## src/rtl/usp_pkg.sv

```systemverilog
/*
 Shared constants, state type and decode functions of the serial port.
 Assumes a 20 MHz peripheral clock; all users import the whole package.
*/
package usp_pkg;
	localparam int unsigned CLK_HZ         = 20_000_000;
	// Operating modes
	localparam logic [1:0]  MODE_ASYNC     = 2'h0;
	localparam logic [1:0]  MODE_SYNC_MST  = 2'h1;
	localparam logic [1:0]  MODE_SYNC_SLV  = 2'h2;
	localparam logic [1:0]  MODE_SPI       = 2'h3;
	// Parity field: bit 1 enables, bit 0 selects odd
	localparam int unsigned PAR_EN_BIT     = 1;
	localparam int unsigned PAR_ODD_BIT    = 0;
	// Frame widths
	localparam logic [3:0]  BITS_MIN       = 4'h5;
	localparam logic [3:0]  BITS_MAX       = 4'h9;
	// Samples per bit, normal and double speed
	localparam logic [4:0]  SAMPLES_NORMAL = 5'h10;
	localparam logic [4:0]  SAMPLES_DOUBLE = 5'h08;
	// Fractional divider: 64 steps per divider unit, floor keeps rate <= clk/8
	localparam logic [15:0] FRAC_STEP      = 16'h0040;
	localparam logic [9:0]  HALF_MIN       = 10'h001;
	// Infrared pulse: 3 sample ticks, 3 of 16 at normal speed and 3 of 8 at double speed, valid up to 115200 bit/s
	localparam logic [4:0]  IR_PULSE_TICKS = 5'h03;
	localparam int unsigned IR_MAX_BPS     = 115_200;
	// Reset values and sync field fall count
	localparam logic [15:0] DIV_RST        = 16'h0000;
	localparam logic [16:0] AB_CNT_RST     = 17'h0_0000;
	localparam logic [2:0]  AB_FALLS       = 3'h5;

	typedef enum logic [2:0] {
		ST_IDLE  = 3'b000,
		ST_START = 3'b001,
		ST_DATA  = 3'b010,
		ST_PAR   = 3'b011,
		ST_STOP  = 3'b100
	} usp_state_t;

	// Clamp the data bit count to 5..9
	function automatic logic [3:0] usp_nbits(input logic [3:0] c);
		return (c < BITS_MIN) ? BITS_MIN : ((c > BITS_MAX) ? BITS_MAX : c);
	endfunction

	// Bit position of the idx-th bit on the wire
	function automatic logic [3:0] usp_pos(input logic [3:0] idx, input logic [3:0] n,
		input logic msb);
		return msb ? 4'(n - 4'h1 - idx) : idx;
	endfunction

	// Parity over the low n bits; odd starts from one
	function automatic logic usp_parity(input logic [8:0] d, input logic [3:0] n,
		input logic odd);
		logic p;
		p = odd;
		for (int i = 0; i < 9; i++) begin
			if (i < int'(n)) begin
				p = p ^ d[i];
			end
		end
		return p;
	endfunction
endpackage

```

## src/rtl/usp_baud_if.sv

```systemverilog
/*
 Carrier between the serial port core and its baud generator.
 Assumes both ends run on the same peripheral clock.
*/
`timescale 1ns/1ps
`default_nettype none
interface usp_baud_if;
	logic [15:0] div;
	logic        sync_mode;
	logic        run;
	logic        tick;
	logic        transfer_clock_pin;
	logic        xck_rise;
	logic        xck_fall;
	modport gen  (input div, sync_mode, run, output tick, transfer_clock_pin, xck_rise, xck_fall);
	modport user (output div, sync_mode, run, input tick, transfer_clock_pin, xck_rise, xck_fall);
endinterface
`default_nettype wire

```

## src/rtl/usp_baud_gen.sv

```systemverilog
/*
 Fractional baud generator: sample ticks for asynchronous modes and a
 half-period divided bit clock for synchronous and SPI master modes.
 Assumes the divider is changed only while no frame is moving.
*/
`timescale 1ns/1ps
`default_nettype none
module usp_baud_gen import usp_pkg::*; (
	input  wire logic clk,
	input  wire logic sys_rst,
	usp_baud_if.gen   bif
);
	logic [15:0] acc_reg;
	logic [15:0] acc_next;
	logic [9:0]  half_reg;
	logic        xck_reg;
	logic        tick_reg;

	// Divider below one unit would beat clk/8 per bit, so it is clamped
	wire  [15:0] eff_div  = (bif.div < FRAC_STEP) ? FRAC_STEP : bif.div;
	wire  [16:0] acc_sum  = {1'b0, acc_reg} + {1'b0, FRAC_STEP};
	wire         acc_hit  = acc_sum >= {1'b0, eff_div};
	// Only the integer part counts in synchronous modes, least one cycle
	wire  [9:0]  half_lim = (bif.div[15:6] < HALF_MIN) ? HALF_MIN : bif.div[15:6];
	wire         half_hit = bif.run && (half_reg >= half_lim - HALF_MIN);

	assign acc_next     = acc_hit ? 16'(acc_sum - {1'b0, eff_div}) : acc_sum[15:0];
	assign bif.tick     = tick_reg;
	assign bif.transfer_clock_pin      = xck_reg;
	assign bif.xck_rise = half_hit && !xck_reg && bif.sync_mode;
	assign bif.xck_fall = half_hit && xck_reg && bif.sync_mode;

	// Accumulator and clock divider
	always_ff @(posedge clk) begin
		if (sys_rst || !bif.run) begin
			acc_reg  <= DIV_RST;
			half_reg <= 10'h000;
			xck_reg  <= 1'b0;
			tick_reg <= 1'b0;
		end else begin
			acc_reg  <= acc_next;
			tick_reg <= acc_hit && !bif.sync_mode;
			half_reg <= half_hit ? 10'h000 : 10'(half_reg + 10'h001);
			xck_reg  <= half_hit ? !xck_reg : xck_reg;
		end
	end
endmodule // usp_baud_gen
`default_nettype wire

```

## src/rtl/usp_top.sv

```systemverilog
/*
 Serial port core: asynchronous, synchronous and SPI master framing,
 buffered transmitter, two-entry receiver, filters, infrared codec,
 break detection with auto-baud, RS-485 driver enable.
 Assumes pins are outside the clock domain; configuration is static
 while frames move; software owns the plain control ports.
// Functional notes
// Start bit, five to nine bits, either order
// Optional even/odd parity, one or two stops
// Next start follows directly or line idles high
// Synchronous bit clock at most half clock
// Asynchronous bit rate at most eighth clock
// One transmit buffer feeds gapless next frame
// Two-entry receive buffer, asynchronous recovery
// Frame, parity, overflow errors flagged separately
// Separate transmit-complete, empty, receive-complete requests
// One-wire mode shares receive pin both ways
// SPI drops asynchronous logic, keeps buffers
// SPI double buffered, bit order, half clock
// Unaddressed multiprocessor receiver drops frames
// False start rejection and majority filter
// Slave bit clock comes from transfer pin
// Infrared pulse codec up to 115.2 kbps
// Break detection and automatic rate measurement
// Driver enable output while transmitting
// Start of frame detection in asynchronous mode
// Transfer clock pin drives or receives clock
// Rate divider ten integer, six fraction bits
// Double speed uses eight samples per bit
*/
`timescale 1ns/1ps
`default_nettype none
module usp_top import usp_pkg::*; (
	input  wire logic        clk,
	input  wire logic        sys_rst,
	input  wire logic        tx_enable,
	input  wire logic        rx_enable,
	input  wire logic [1:0]  op_mode,
	input  wire logic [3:0]  data_bits,
	input  wire logic        msb_first,
	input  wire logic [1:0]  parity_mode,
	input  wire logic        two_stop,
	input  wire logic        double_speed_sampling,
	input  wire logic        one_wire,
	input  wire logic        multiproc,
	input  wire logic        infrared_pulse_codec,
	input  wire logic        lin_auto_baud,
	input  wire logic [15:0] baud_div,
	input  wire logic [8:0]  tx_data,
	input  wire logic        tx_write,
	output logic             tx_ready,
	output logic [8:0]       rx_data,
	output logic             rx_frame_err,
	output logic             rx_parity_err,
	output logic             rx_valid,
	input  wire logic        rx_read,
	output logic             rx_overflow,
	input  wire logic        txc_clear,
	output logic             txc_irq,
	output logic             dre_irq,
	output logic             rxc_irq,
	output logic             start_of_frame,
	output logic             break_detect,
	output logic [15:0]      auto_baud,
	output logic             auto_baud_valid,
	input  wire logic        rxd_in,
	output logic             rxd_out,
	output logic             rxd_oe,
	output logic             txd,
	input  wire logic        transfer_clock_pin_in,
	output logic             transfer_clock_pin_out,
	output logic             transfer_clock_pin_oe,
	output logic             rs485_driver_enable
);
	usp_baud_if bif ();
	usp_baud_gen u_baud (.clk(clk), .sys_rst(sys_rst), .bif(bif));

	// Mode decode
	wire        is_async = op_mode == MODE_ASYNC;
	wire        is_spi   = op_mode == MODE_SPI;
	wire        is_slave = op_mode == MODE_SYNC_SLV;
	wire [3:0]  nbits    = usp_nbits(data_bits);
	wire        par_en   = parity_mode[PAR_EN_BIT] && !is_spi;
	wire [4:0]  samples  = double_speed_sampling ? SAMPLES_DOUBLE : SAMPLES_NORMAL;
	wire        ir_on    = infrared_pulse_codec && is_async;

	// Two-flop synchronisers for the receive and clock pins
	logic [1:0] sync1_reg;
	logic [1:0] sync2_reg;
	logic       xck_d_reg;
	always_ff @(posedge clk) begin
		sync1_reg <= {transfer_clock_pin_in, rxd_in};
		sync2_reg <= sync1_reg;
		xck_d_reg <= sync2_reg[1];
	end
	wire rx_raw = sync2_reg[0];
	// Slave edges come from the sampled pin, master edges from the divider
	wire clk_rise = is_slave ? (sync2_reg[1] && !xck_d_reg) : bif.xck_rise;
	wire clk_fall = is_slave ? (!sync2_reg[1] && xck_d_reg) : bif.xck_fall;

	// Transmitter
	usp_state_t tx_state_reg, tx_state_next;
	logic [8:0] tx_buf_reg, tx_shift_reg, tx_shift_next;
	logic [3:0] tx_idx_reg, tx_idx_next;
	logic [4:0] tx_cnt_reg;
	logic       tx_full_reg, tx_full_next, tx_line_reg, tx_line_next;
	logic       tx_stop2_reg, tx_stop2_next, txc_reg, txd_reg, oe_reg;

	wire tx_cnt_end = tx_cnt_reg == samples - 5'h01;
	wire tx_step    = is_async ? (bif.tick && tx_cnt_end) : clk_rise;
	wire tx_par     = usp_parity(tx_shift_reg, nbits, parity_mode[PAR_ODD_BIT]);
	wire tx_last    = (tx_state_reg == ST_DATA && tx_idx_reg == nbits - 4'h1 && is_spi) ||
		(tx_state_reg == ST_STOP && !tx_stop2_reg);
	// A full buffer is taken at the end of the frame with no idle gap
	wire tx_go      = tx_step && tx_full_reg && tx_enable &&
		(tx_state_reg == ST_IDLE || tx_last);
	wire tx_done    = tx_step && tx_last && !tx_go;
	wire tx_bit_n   = tx_shift_reg[usp_pos(4'(tx_idx_reg + 4'h1), nbits, msb_first)];

	assign tx_ready = !tx_full_reg && tx_enable;

	// Next-state of the transmit frame
	always_comb begin
		tx_state_next = tx_state_reg;
		tx_shift_next = tx_shift_reg;
		tx_idx_next   = tx_idx_reg;
		tx_line_next  = tx_line_reg;
		tx_stop2_next = tx_stop2_reg;
		tx_full_next  = tx_full_reg || (tx_write && tx_ready);
		if (tx_go) begin
			tx_shift_next = tx_buf_reg;
			tx_full_next  = 1'b0;
			tx_idx_next   = 4'h0;
			// SPI carries no start bit
			tx_state_next = is_spi ? ST_DATA : ST_START;
			tx_line_next  = is_spi ? tx_buf_reg[usp_pos(4'h0, nbits, msb_first)] : 1'b0;
		end else if (tx_done) begin
			tx_state_next = ST_IDLE;
			tx_line_next  = 1'b1;
		end else if (tx_step) begin
			case (tx_state_reg)
				ST_START: begin
					tx_state_next = ST_DATA;
					tx_line_next  = tx_shift_reg[usp_pos(4'h0, nbits, msb_first)];
				end
				ST_DATA: begin
					if (tx_idx_reg == nbits - 4'h1) begin
						tx_state_next = par_en ? ST_PAR : ST_STOP;
						tx_line_next  = par_en ? tx_par : 1'b1;
						tx_stop2_next = two_stop;
					end else begin
						tx_idx_next  = 4'(tx_idx_reg + 4'h1);
						tx_line_next = tx_bit_n;
					end
				end
				ST_PAR: begin
					tx_state_next = ST_STOP;
					tx_line_next  = 1'b1;
					tx_stop2_next = two_stop;
				end
				ST_STOP: tx_stop2_next = 1'b0;
				default: tx_state_next = ST_IDLE;
			endcase
		end
	end

	// Infrared: a zero becomes a short low pulse, a one stays high
	wire txd_next = ir_on ? !(!tx_line_reg && tx_cnt_reg < IR_PULSE_TICKS) : tx_line_reg;

	// Transmit registers; a completion set beats a same-cycle clear
	always_ff @(posedge clk) begin
		if (sys_rst) begin
			tx_state_reg <= ST_IDLE;
			tx_shift_reg <= 9'h000;
			tx_buf_reg   <= 9'h000;
			tx_idx_reg   <= 4'h0;
			tx_cnt_reg   <= 5'h00;
			tx_full_reg  <= 1'b0;
			tx_line_reg  <= 1'b1;
			tx_stop2_reg <= 1'b0;
			txc_reg      <= 1'b0;
			txd_reg      <= 1'b1;
			oe_reg       <= 1'b0;
		end else begin
			tx_state_reg <= tx_state_next;
			tx_shift_reg <= tx_shift_next;
			tx_buf_reg   <= (tx_write && tx_ready) ? tx_data : tx_buf_reg;
			tx_idx_reg   <= tx_idx_next;
			tx_cnt_reg   <= bif.tick ? (tx_cnt_end ? 5'h00 : 5'(tx_cnt_reg + 5'h01)) : tx_cnt_reg;
			tx_full_reg  <= tx_full_next;
			tx_line_reg  <= tx_line_next;
			tx_stop2_reg <= tx_stop2_next;
			txc_reg      <= tx_done || (txc_reg && !txc_clear);
			txd_reg      <= txd_next;
			oe_reg       <= one_wire && tx_enable;
		end
	end

	// Pins and requests
	assign txd                    = txd_reg;
	assign rxd_out                = txd_reg;
	assign rxd_oe                 = oe_reg;
	assign rs485_driver_enable    = tx_state_reg != ST_IDLE;
	assign transfer_clock_pin_out = bif.transfer_clock_pin;
	assign transfer_clock_pin_oe  = op_mode == MODE_SYNC_MST || is_spi;
	assign txc_irq                = txc_reg;
	assign dre_irq                = tx_ready;

	// Divider feed; SPI clock runs only while data waits or moves
	logic [15:0] ab_reg;
	logic        ab_valid_reg;
	assign bif.div       = ab_valid_reg ? ab_reg : baud_div;
	assign bif.sync_mode = !is_async;
	assign bif.run       = is_spi ? (tx_full_reg || tx_state_reg != ST_IDLE) : 1'b1;

	// Receiver front end: infrared stretch and majority of three
	logic [4:0] ir_cnt_reg, rx_cnt_reg;
	logic       ir_hold_reg;
	logic [2:0] rx_hist_reg;
	wire        rx_in  = ir_on ? ir_hold_reg : rx_raw;
	wire        rx_maj = (rx_hist_reg[0] & rx_hist_reg[1]) | (rx_hist_reg[1] & rx_hist_reg[2]) |
		(rx_hist_reg[0] & rx_hist_reg[2]);
	wire        rx_eval = bif.tick && rx_cnt_reg == 5'((samples >> 1) + 5'h01);
	wire        rx_evt  = is_async ? rx_eval : clk_fall;
	wire        rx_bitv = is_async ? rx_maj : rx_in;

	usp_state_t rx_state_reg, rx_state_next;
	logic [8:0] rx_shift_reg, rx_shift_next;
	logic [3:0] rx_idx_reg, rx_idx_next;
	logic       rx_perr_reg, rx_perr_next, rx_push, rx_ferr, sof_reg, sof_next;

	wire rx_start = rx_enable && rx_state_reg == ST_IDLE && (is_spi ? tx_go :
		(is_async ? !rx_in : (clk_fall && !rx_in)));

	// Next-state of the receive frame
	always_comb begin
		rx_state_next = rx_state_reg;
		rx_shift_next = rx_shift_reg;
		rx_idx_next   = rx_idx_reg;
		rx_perr_next  = rx_perr_reg;
		rx_push       = 1'b0;
		rx_ferr       = 1'b0;
		sof_next      = 1'b0;
		if (rx_start) begin
			rx_state_next = is_async ? ST_START : ST_DATA;
			rx_shift_next = 9'h000;
			rx_idx_next   = 4'h0;
			rx_perr_next  = 1'b0;
		end else if (rx_evt) begin
			case (rx_state_reg)
				ST_START: begin
					// A start that reads high at mid-bit was noise
					rx_state_next = rx_bitv ? ST_IDLE : ST_DATA;
					sof_next      = !rx_bitv;
				end
				ST_DATA: begin
					rx_shift_next[usp_pos(rx_idx_reg, nbits, msb_first)] = rx_bitv;
					rx_idx_next = 4'(rx_idx_reg + 4'h1);
					if (rx_idx_reg == nbits - 4'h1) begin
						rx_state_next = is_spi ? ST_IDLE : (par_en ? ST_PAR : ST_STOP);
						rx_push       = is_spi;
					end
				end
				ST_PAR: begin
					rx_perr_next  = rx_bitv != usp_parity(rx_shift_reg, nbits,
						parity_mode[PAR_ODD_BIT]);
					rx_state_next = ST_STOP;
				end
				ST_STOP: begin
					rx_ferr       = !rx_bitv;
					rx_push       = 1'b1;
					rx_state_next = ST_IDLE;
				end
				default: rx_state_next = ST_IDLE;
			endcase
		end
	end

	// Unaddressed receivers drop data frames; address frames carry bit 8 set
	wire rx_drop = multiproc && !is_spi && nbits == BITS_MAX && !rx_shift_reg[8];
	wire rx_brk  = rx_push && rx_ferr && rx_shift_reg == 9'h000;

	// Two-entry receive buffer
	logic [10:0] rx_mem [2];
	logic        rx_wp_reg, rx_rp_reg, ovf_reg;
	logic [1:0]  rx_cnt2_reg;
	wire         rx_pop  = rx_read && rx_cnt2_reg != 2'h0;
	wire         rx_keep = rx_push && !rx_drop;
	wire         rx_wr   = rx_keep && (rx_cnt2_reg != 2'h2 || rx_pop);
	wire         rx_ovf  = rx_keep && !rx_wr;

	// Front-end and receive frame registers
	always_ff @(posedge clk) begin
		if (sys_rst) begin
			rx_state_reg <= ST_IDLE;
			rx_shift_reg <= 9'h000;
			rx_idx_reg   <= 4'h0;
			rx_perr_reg  <= 1'b0;
			rx_cnt_reg   <= 5'h00;
			rx_hist_reg  <= 3'h7;
			ir_hold_reg  <= 1'b1;
			ir_cnt_reg   <= 5'h00;
			sof_reg      <= 1'b0;
		end else begin
			rx_state_reg <= rx_state_next;
			rx_shift_reg <= rx_shift_next;
			rx_idx_reg   <= rx_idx_next;
			rx_perr_reg  <= rx_perr_next;
			sof_reg      <= sof_next;
			rx_cnt_reg   <= rx_start ? 5'h00 : (bif.tick ?
				((rx_cnt_reg == samples - 5'h01) ? 5'h00 : 5'(rx_cnt_reg + 5'h01)) : rx_cnt_reg);
			rx_hist_reg  <= bif.tick ? {rx_hist_reg[1:0], rx_in} : rx_hist_reg;
			ir_hold_reg  <= !rx_raw ? 1'b0 : ((bif.tick && ir_cnt_reg == samples - 5'h01) ?
				1'b1 : ir_hold_reg);
			ir_cnt_reg   <= !rx_raw ? 5'h00 : (bif.tick ? 5'(ir_cnt_reg + 5'h01) : ir_cnt_reg);
		end
	end

	// Buffer storage; an overflow set beats the clearing read
	always_ff @(posedge clk) begin
		if (sys_rst) begin
			rx_wp_reg   <= 1'b0;
			rx_rp_reg   <= 1'b0;
			rx_cnt2_reg <= 2'h0;
			ovf_reg     <= 1'b0;
		end else begin
			rx_wp_reg   <= rx_wp_reg ^ rx_wr;
			rx_rp_reg   <= rx_rp_reg ^ rx_pop;
			rx_cnt2_reg <= 2'(rx_cnt2_reg + {1'b0, rx_wr} - {1'b0, rx_pop});
			ovf_reg     <= rx_ovf || (ovf_reg && !rx_pop);
		end
		if (rx_wr) begin
			rx_mem[rx_wp_reg] <= {rx_ferr, rx_perr_reg, rx_shift_reg};
		end
	end

	assign rx_data        = rx_mem[rx_rp_reg][8:0];
	assign rx_parity_err  = rx_mem[rx_rp_reg][9];
	assign rx_frame_err   = rx_mem[rx_rp_reg][10];
	assign rx_valid       = rx_cnt2_reg != 2'h0;
	assign rxc_irq        = rx_valid;
	assign rx_overflow    = ovf_reg;
	assign start_of_frame = sof_reg;

	// Auto-baud: five falls of the sync field span eight bit times
	logic [16:0] ab_cnt_reg;
	logic [2:0]  ab_falls_reg;
	logic        ab_arm_reg, brk_reg, rx_in_d_reg;
	wire         rx_fell = rx_in_d_reg && !rx_in;
	wire         ab_hit  = ab_arm_reg && rx_fell && ab_falls_reg == AB_FALLS - 3'h1;
	always_ff @(posedge clk) begin
		if (sys_rst) begin
			ab_cnt_reg   <= AB_CNT_RST;
			ab_falls_reg <= 3'h0;
			ab_arm_reg   <= 1'b0;
			ab_reg       <= DIV_RST;
			ab_valid_reg <= 1'b0;
			brk_reg      <= 1'b0;
			rx_in_d_reg  <= 1'b1;
		end else begin
			rx_in_d_reg  <= rx_in;
			brk_reg      <= rx_brk;
			ab_arm_reg   <= lin_auto_baud && (rx_brk || (ab_arm_reg && !ab_hit));
			ab_falls_reg <= rx_brk ? 3'h0 : ((ab_arm_reg && rx_fell) ?
				3'(ab_falls_reg + 3'h1) : ab_falls_reg);
			ab_cnt_reg   <= (rx_brk || ab_falls_reg == 3'h0) ? AB_CNT_RST : 17'(ab_cnt_reg + 17'h1);
			ab_reg       <= ab_hit ? (double_speed_sampling ? ab_cnt_reg[15:0] :
				ab_cnt_reg[16:1]) : ab_reg;
			ab_valid_reg <= lin_auto_baud && (ab_hit || ab_valid_reg);
		end
	end
	assign break_detect    = brk_reg;
	assign auto_baud       = ab_reg;
	assign auto_baud_valid = ab_valid_reg;
endmodule // usp_top
`default_nettype wire

```

## config.mk

```make
export PLATFORM = sky130hd
export DESIGN_NAME = usp_top
export DESIGN_NICKNAME = d
export VERILOG_FILES = /design/src/rtl/usp_pkg.sv /design/src/rtl/usp_baud_if.sv /design/src/rtl/usp_baud_gen.sv /design/src/rtl/usp_top.sv
export SDC_FILE = /design/constraint.sdc
export NUM_CORES = 1
export LEC_CHECK = 0
export ABC_AREA = 1
export BUFFER_PORTS_ARGS = -buffer_cell sky130_fd_sc_hd__buf_4
export CAP_MARGIN = 40
export CORE_ASPECT_RATIO = 0.9
export CORE_MARGIN = 2
export CORE_UTILIZATION = 55
export DETAILED_ROUTE_END_ITERATION = 8
export GPL_ROUTABILITY_DRIVEN = 0
export PLACE_DENSITY = 0.75
export SYNTH_ARGS = -nofsm -noshare
export SYNTH_HDL_FRONTEND = slang
export SYNTH_SLANG_ARGS = --single-unit
```

## constraint.sdc

```tcl
create_clock -name clk -period 10.5 [get_ports clk]
set_clock_uncertainty 0.2 [all_clocks]
set_input_delay 2.1 -clock clk [delete_from_list [all_inputs] [get_ports clk]]
set_output_delay 2.1 -clock clk [all_outputs]
set_load 0.02 [all_outputs]
```

==> flow_summary.json <==
{
  "relSlewSlack_pct": 44.8,
  "synth_seq_cells": 168,
  "hpwlAfterDp_mm": 17.1,
  "leakagePower_nw": 4.89,
  "cts_tree": "done",
  "synth_top_cells_by_area": "dfxtp_1 30%, nand2_1 10%, a21oi_1 6.9%",
  "grt_setup_unrepaired": "no",
  "port_buffers": 90,
  "diodes": 0,
  "numCtsBuffers": 17,
  "die_height_um": 131,
  "setup_viol": 0,
  "p_seq_share_pct": 43.7,
  "max_freq_mhz": 161,
  "wl_per_cell_um": 13.3,
  "vias_per_cell": 5.32,
  "p_comb_share_pct": 16.3,
  "p_sw_uw": 458,
  "power.density_nw_per_um2": 138,
  "dpl.cell_count": 1664,
  "internal_power_mw": 1.09,
  "synth_edf_count": 22,
  "tns_ns": 0,
  "synth_nets": 1467,
  "core_area_um2": 17600,
  "grt-ovfl-total": 0,
  "yosysSeqAreaShare_pct": 36.5,
  "cts_max_level": 4,
  "layout-drive-gt1-share_pct": 13.0,
  "ctsHoldBuffers": 0,
  "maxCapViolCount": 0,
  "required_ns": 10.61,
  "drtPass1Iterations": 6,
  "clk_latency_ns": 0.43,
  "min_period_ns": 6.20,
  "hold_class": "flop to flop",
  "dieWidth_um": 145,
  "critical_path_arrival_ns": 6.31,
  "synth_area_leader_cell": "dfxtp_1",
  "critPathMostFrequentCell": "nand2_1",
  "criticalPathCategory": "input pin to flop",
  "vias": 9024,
  "grt_max_degree": 45,
  "die-area_um2": 19000,
  "grt_pass1_wl_mm": 37.2,
  "outcome": "completed",
  "synth_flop_cell": "dfxtp_1",
  "synth_common_cells": "273 x nand2_1, 180 x inv_1, 146 x dfxtp_1",
  "hold_violations": 0,
  "report.final.slew_viol_count": 0,
  "final_cells": 1696,
  "ios": 91,
  "synth_top_cell_area_share_pct": 29.7,
  "initial_utilization_pct": 56.0,
  "power.share.clock_pct": 40.0,
  "routed_wl_mm": 22.6,
  "synthCells": 1366,
  "final_antenna_net_count": 0,
  "clock-root-buffer": "clkbuf_16",
  "largest_reg_flops": 22,
  "drc_errors": 0,
  "start_kind": "input pin",
  "ys_types": 58,
  "ys_async_sr_fraction_pct": 0,
  "antenna_found_initial": 0,
  "clk_pin_slew_ns": 0.07,
  "final_nets": 1544,
  "period_share_pct": 59.1,
  "crit_path_end_kind": "flop",
  "syn_to_final_growth_pct": 14.3,
  "crit_path_max_fanout": 6,
  "syn_area_per_cell_um2": 7.19,
  "grt_pass1_vias": 7948,
  "ys_warn_count": 0,
  "crit_slowest_cell": "o21ai_0",
  "p_sw_share_pct": 29.5,
  "cts.sinks": 168,
  "netlist_area_um2": 9830,
  "cts_setup_buffers": 0,
  "cts.path.max_buffers": 2,
  "grt_usage_pct": 23.8,
  "drtIter0Drc": 860,
  "synth.most_common_cell": "nand2_1",
  "cts.repair.resized": 0,
  "rows": 46,
  "worst_pin_slew_ns": 0.826,
  "irDropWorstVdd_v": 0.000124,
  "max_stage_delay_ns": 0.39
}
==> final timing paths <==
check,from,to,slack [ns],cells past startpoint
max,baud_div[9],rx_cnt2_reg[1],4.30,31
max reg2reg,auto_baud_valid,rx_cnt2_reg[1],5.43,31
min,sync1_reg[1],sync2_reg[1],0.13,0
min reg2reg,sync1_reg[1],sync2_reg[1],0.13,0
==> placed cells by master, fill, tap and decap left out, drive strengths merged, types with 33 or more instances in the layout <==
cell,count
ha,49
nand3,87
nor3,33
nor2,144
dfxtp,146
inv,193
buf,94
a21oi,138
xor2,38
o21ai,101
nand2,284
==> layout make-up <==
class                   count  area (um^2)
well taps                 240          300
fillers                  1567         6330
multi-input cells         975         5350
inverters                 187          702
clock inverters            15          159
clock buffers              17          425
flip-flops and latches    168         3580
repair buffers             94          713
==> critical path, delay by kind of cell <==
kind | cells | cell delay, ns
compound gates | 2 | 0.58
buf+inv | 5 | 0.44
fa+ha+maj | 3 | 0.68
xor+xnor | 2 | 0.36
simple gates | 19 | 2.18
==> power by group through the flow <==
stage                     combinational (mW)  clock (mW)  sequential [mW]
final                                  0.253       0.621            0.678
after detailed placement               0.249           0            0.692
after floorplan                        0.179           0            0.688
after global placement                 0.245           0            0.692
after CTS                              0.251       0.631            0.678
after global routing                   0.284       0.661            0.680
==> logic make-up (layout without fill, tap and decap cells) <==
kind of cell | count (synthesis) | in the layout | synth area share [%]
simple gates | 601 | 601 | 27.7
buf+inv | 223 | 313 | 9.14
mux | 1 | 1 | 0.140
xor+xnor | 57 | 57 | 5.08
compound gates | 264 | 264 | 14.6
flops | 168 | 168 | 36.5
fa+ha+maj | 52 | 52 | 6.85
==> per-stage QoR <==
step                power [mW]  setup slack (ns)  util, %  hold slack (ns)  instance area [um^2]
floorplan                0.867              4.28        -            0.110                  9830
global placement         0.937              4.08     60.5            0.111                 10600
detailed placement       0.941              3.90     60.6            0.115                 10600
CTS                       1.56              4.32     64.0            0.136                 11200
global route              1.62              3.81     64.0            0.140                 11200
finish                    1.55              4.30     64.0            0.134                 11200
==> routing by layer <==
metal | global-route usage, % | part of all wire [%]
met4 | 6.52 | 1.3
met1 | 33.7 | 49
met5 | 0 | 0
met3 | 4.24 | 5.1
met2 | 37.6 | 44
Power figures use the tool's default switching activity.
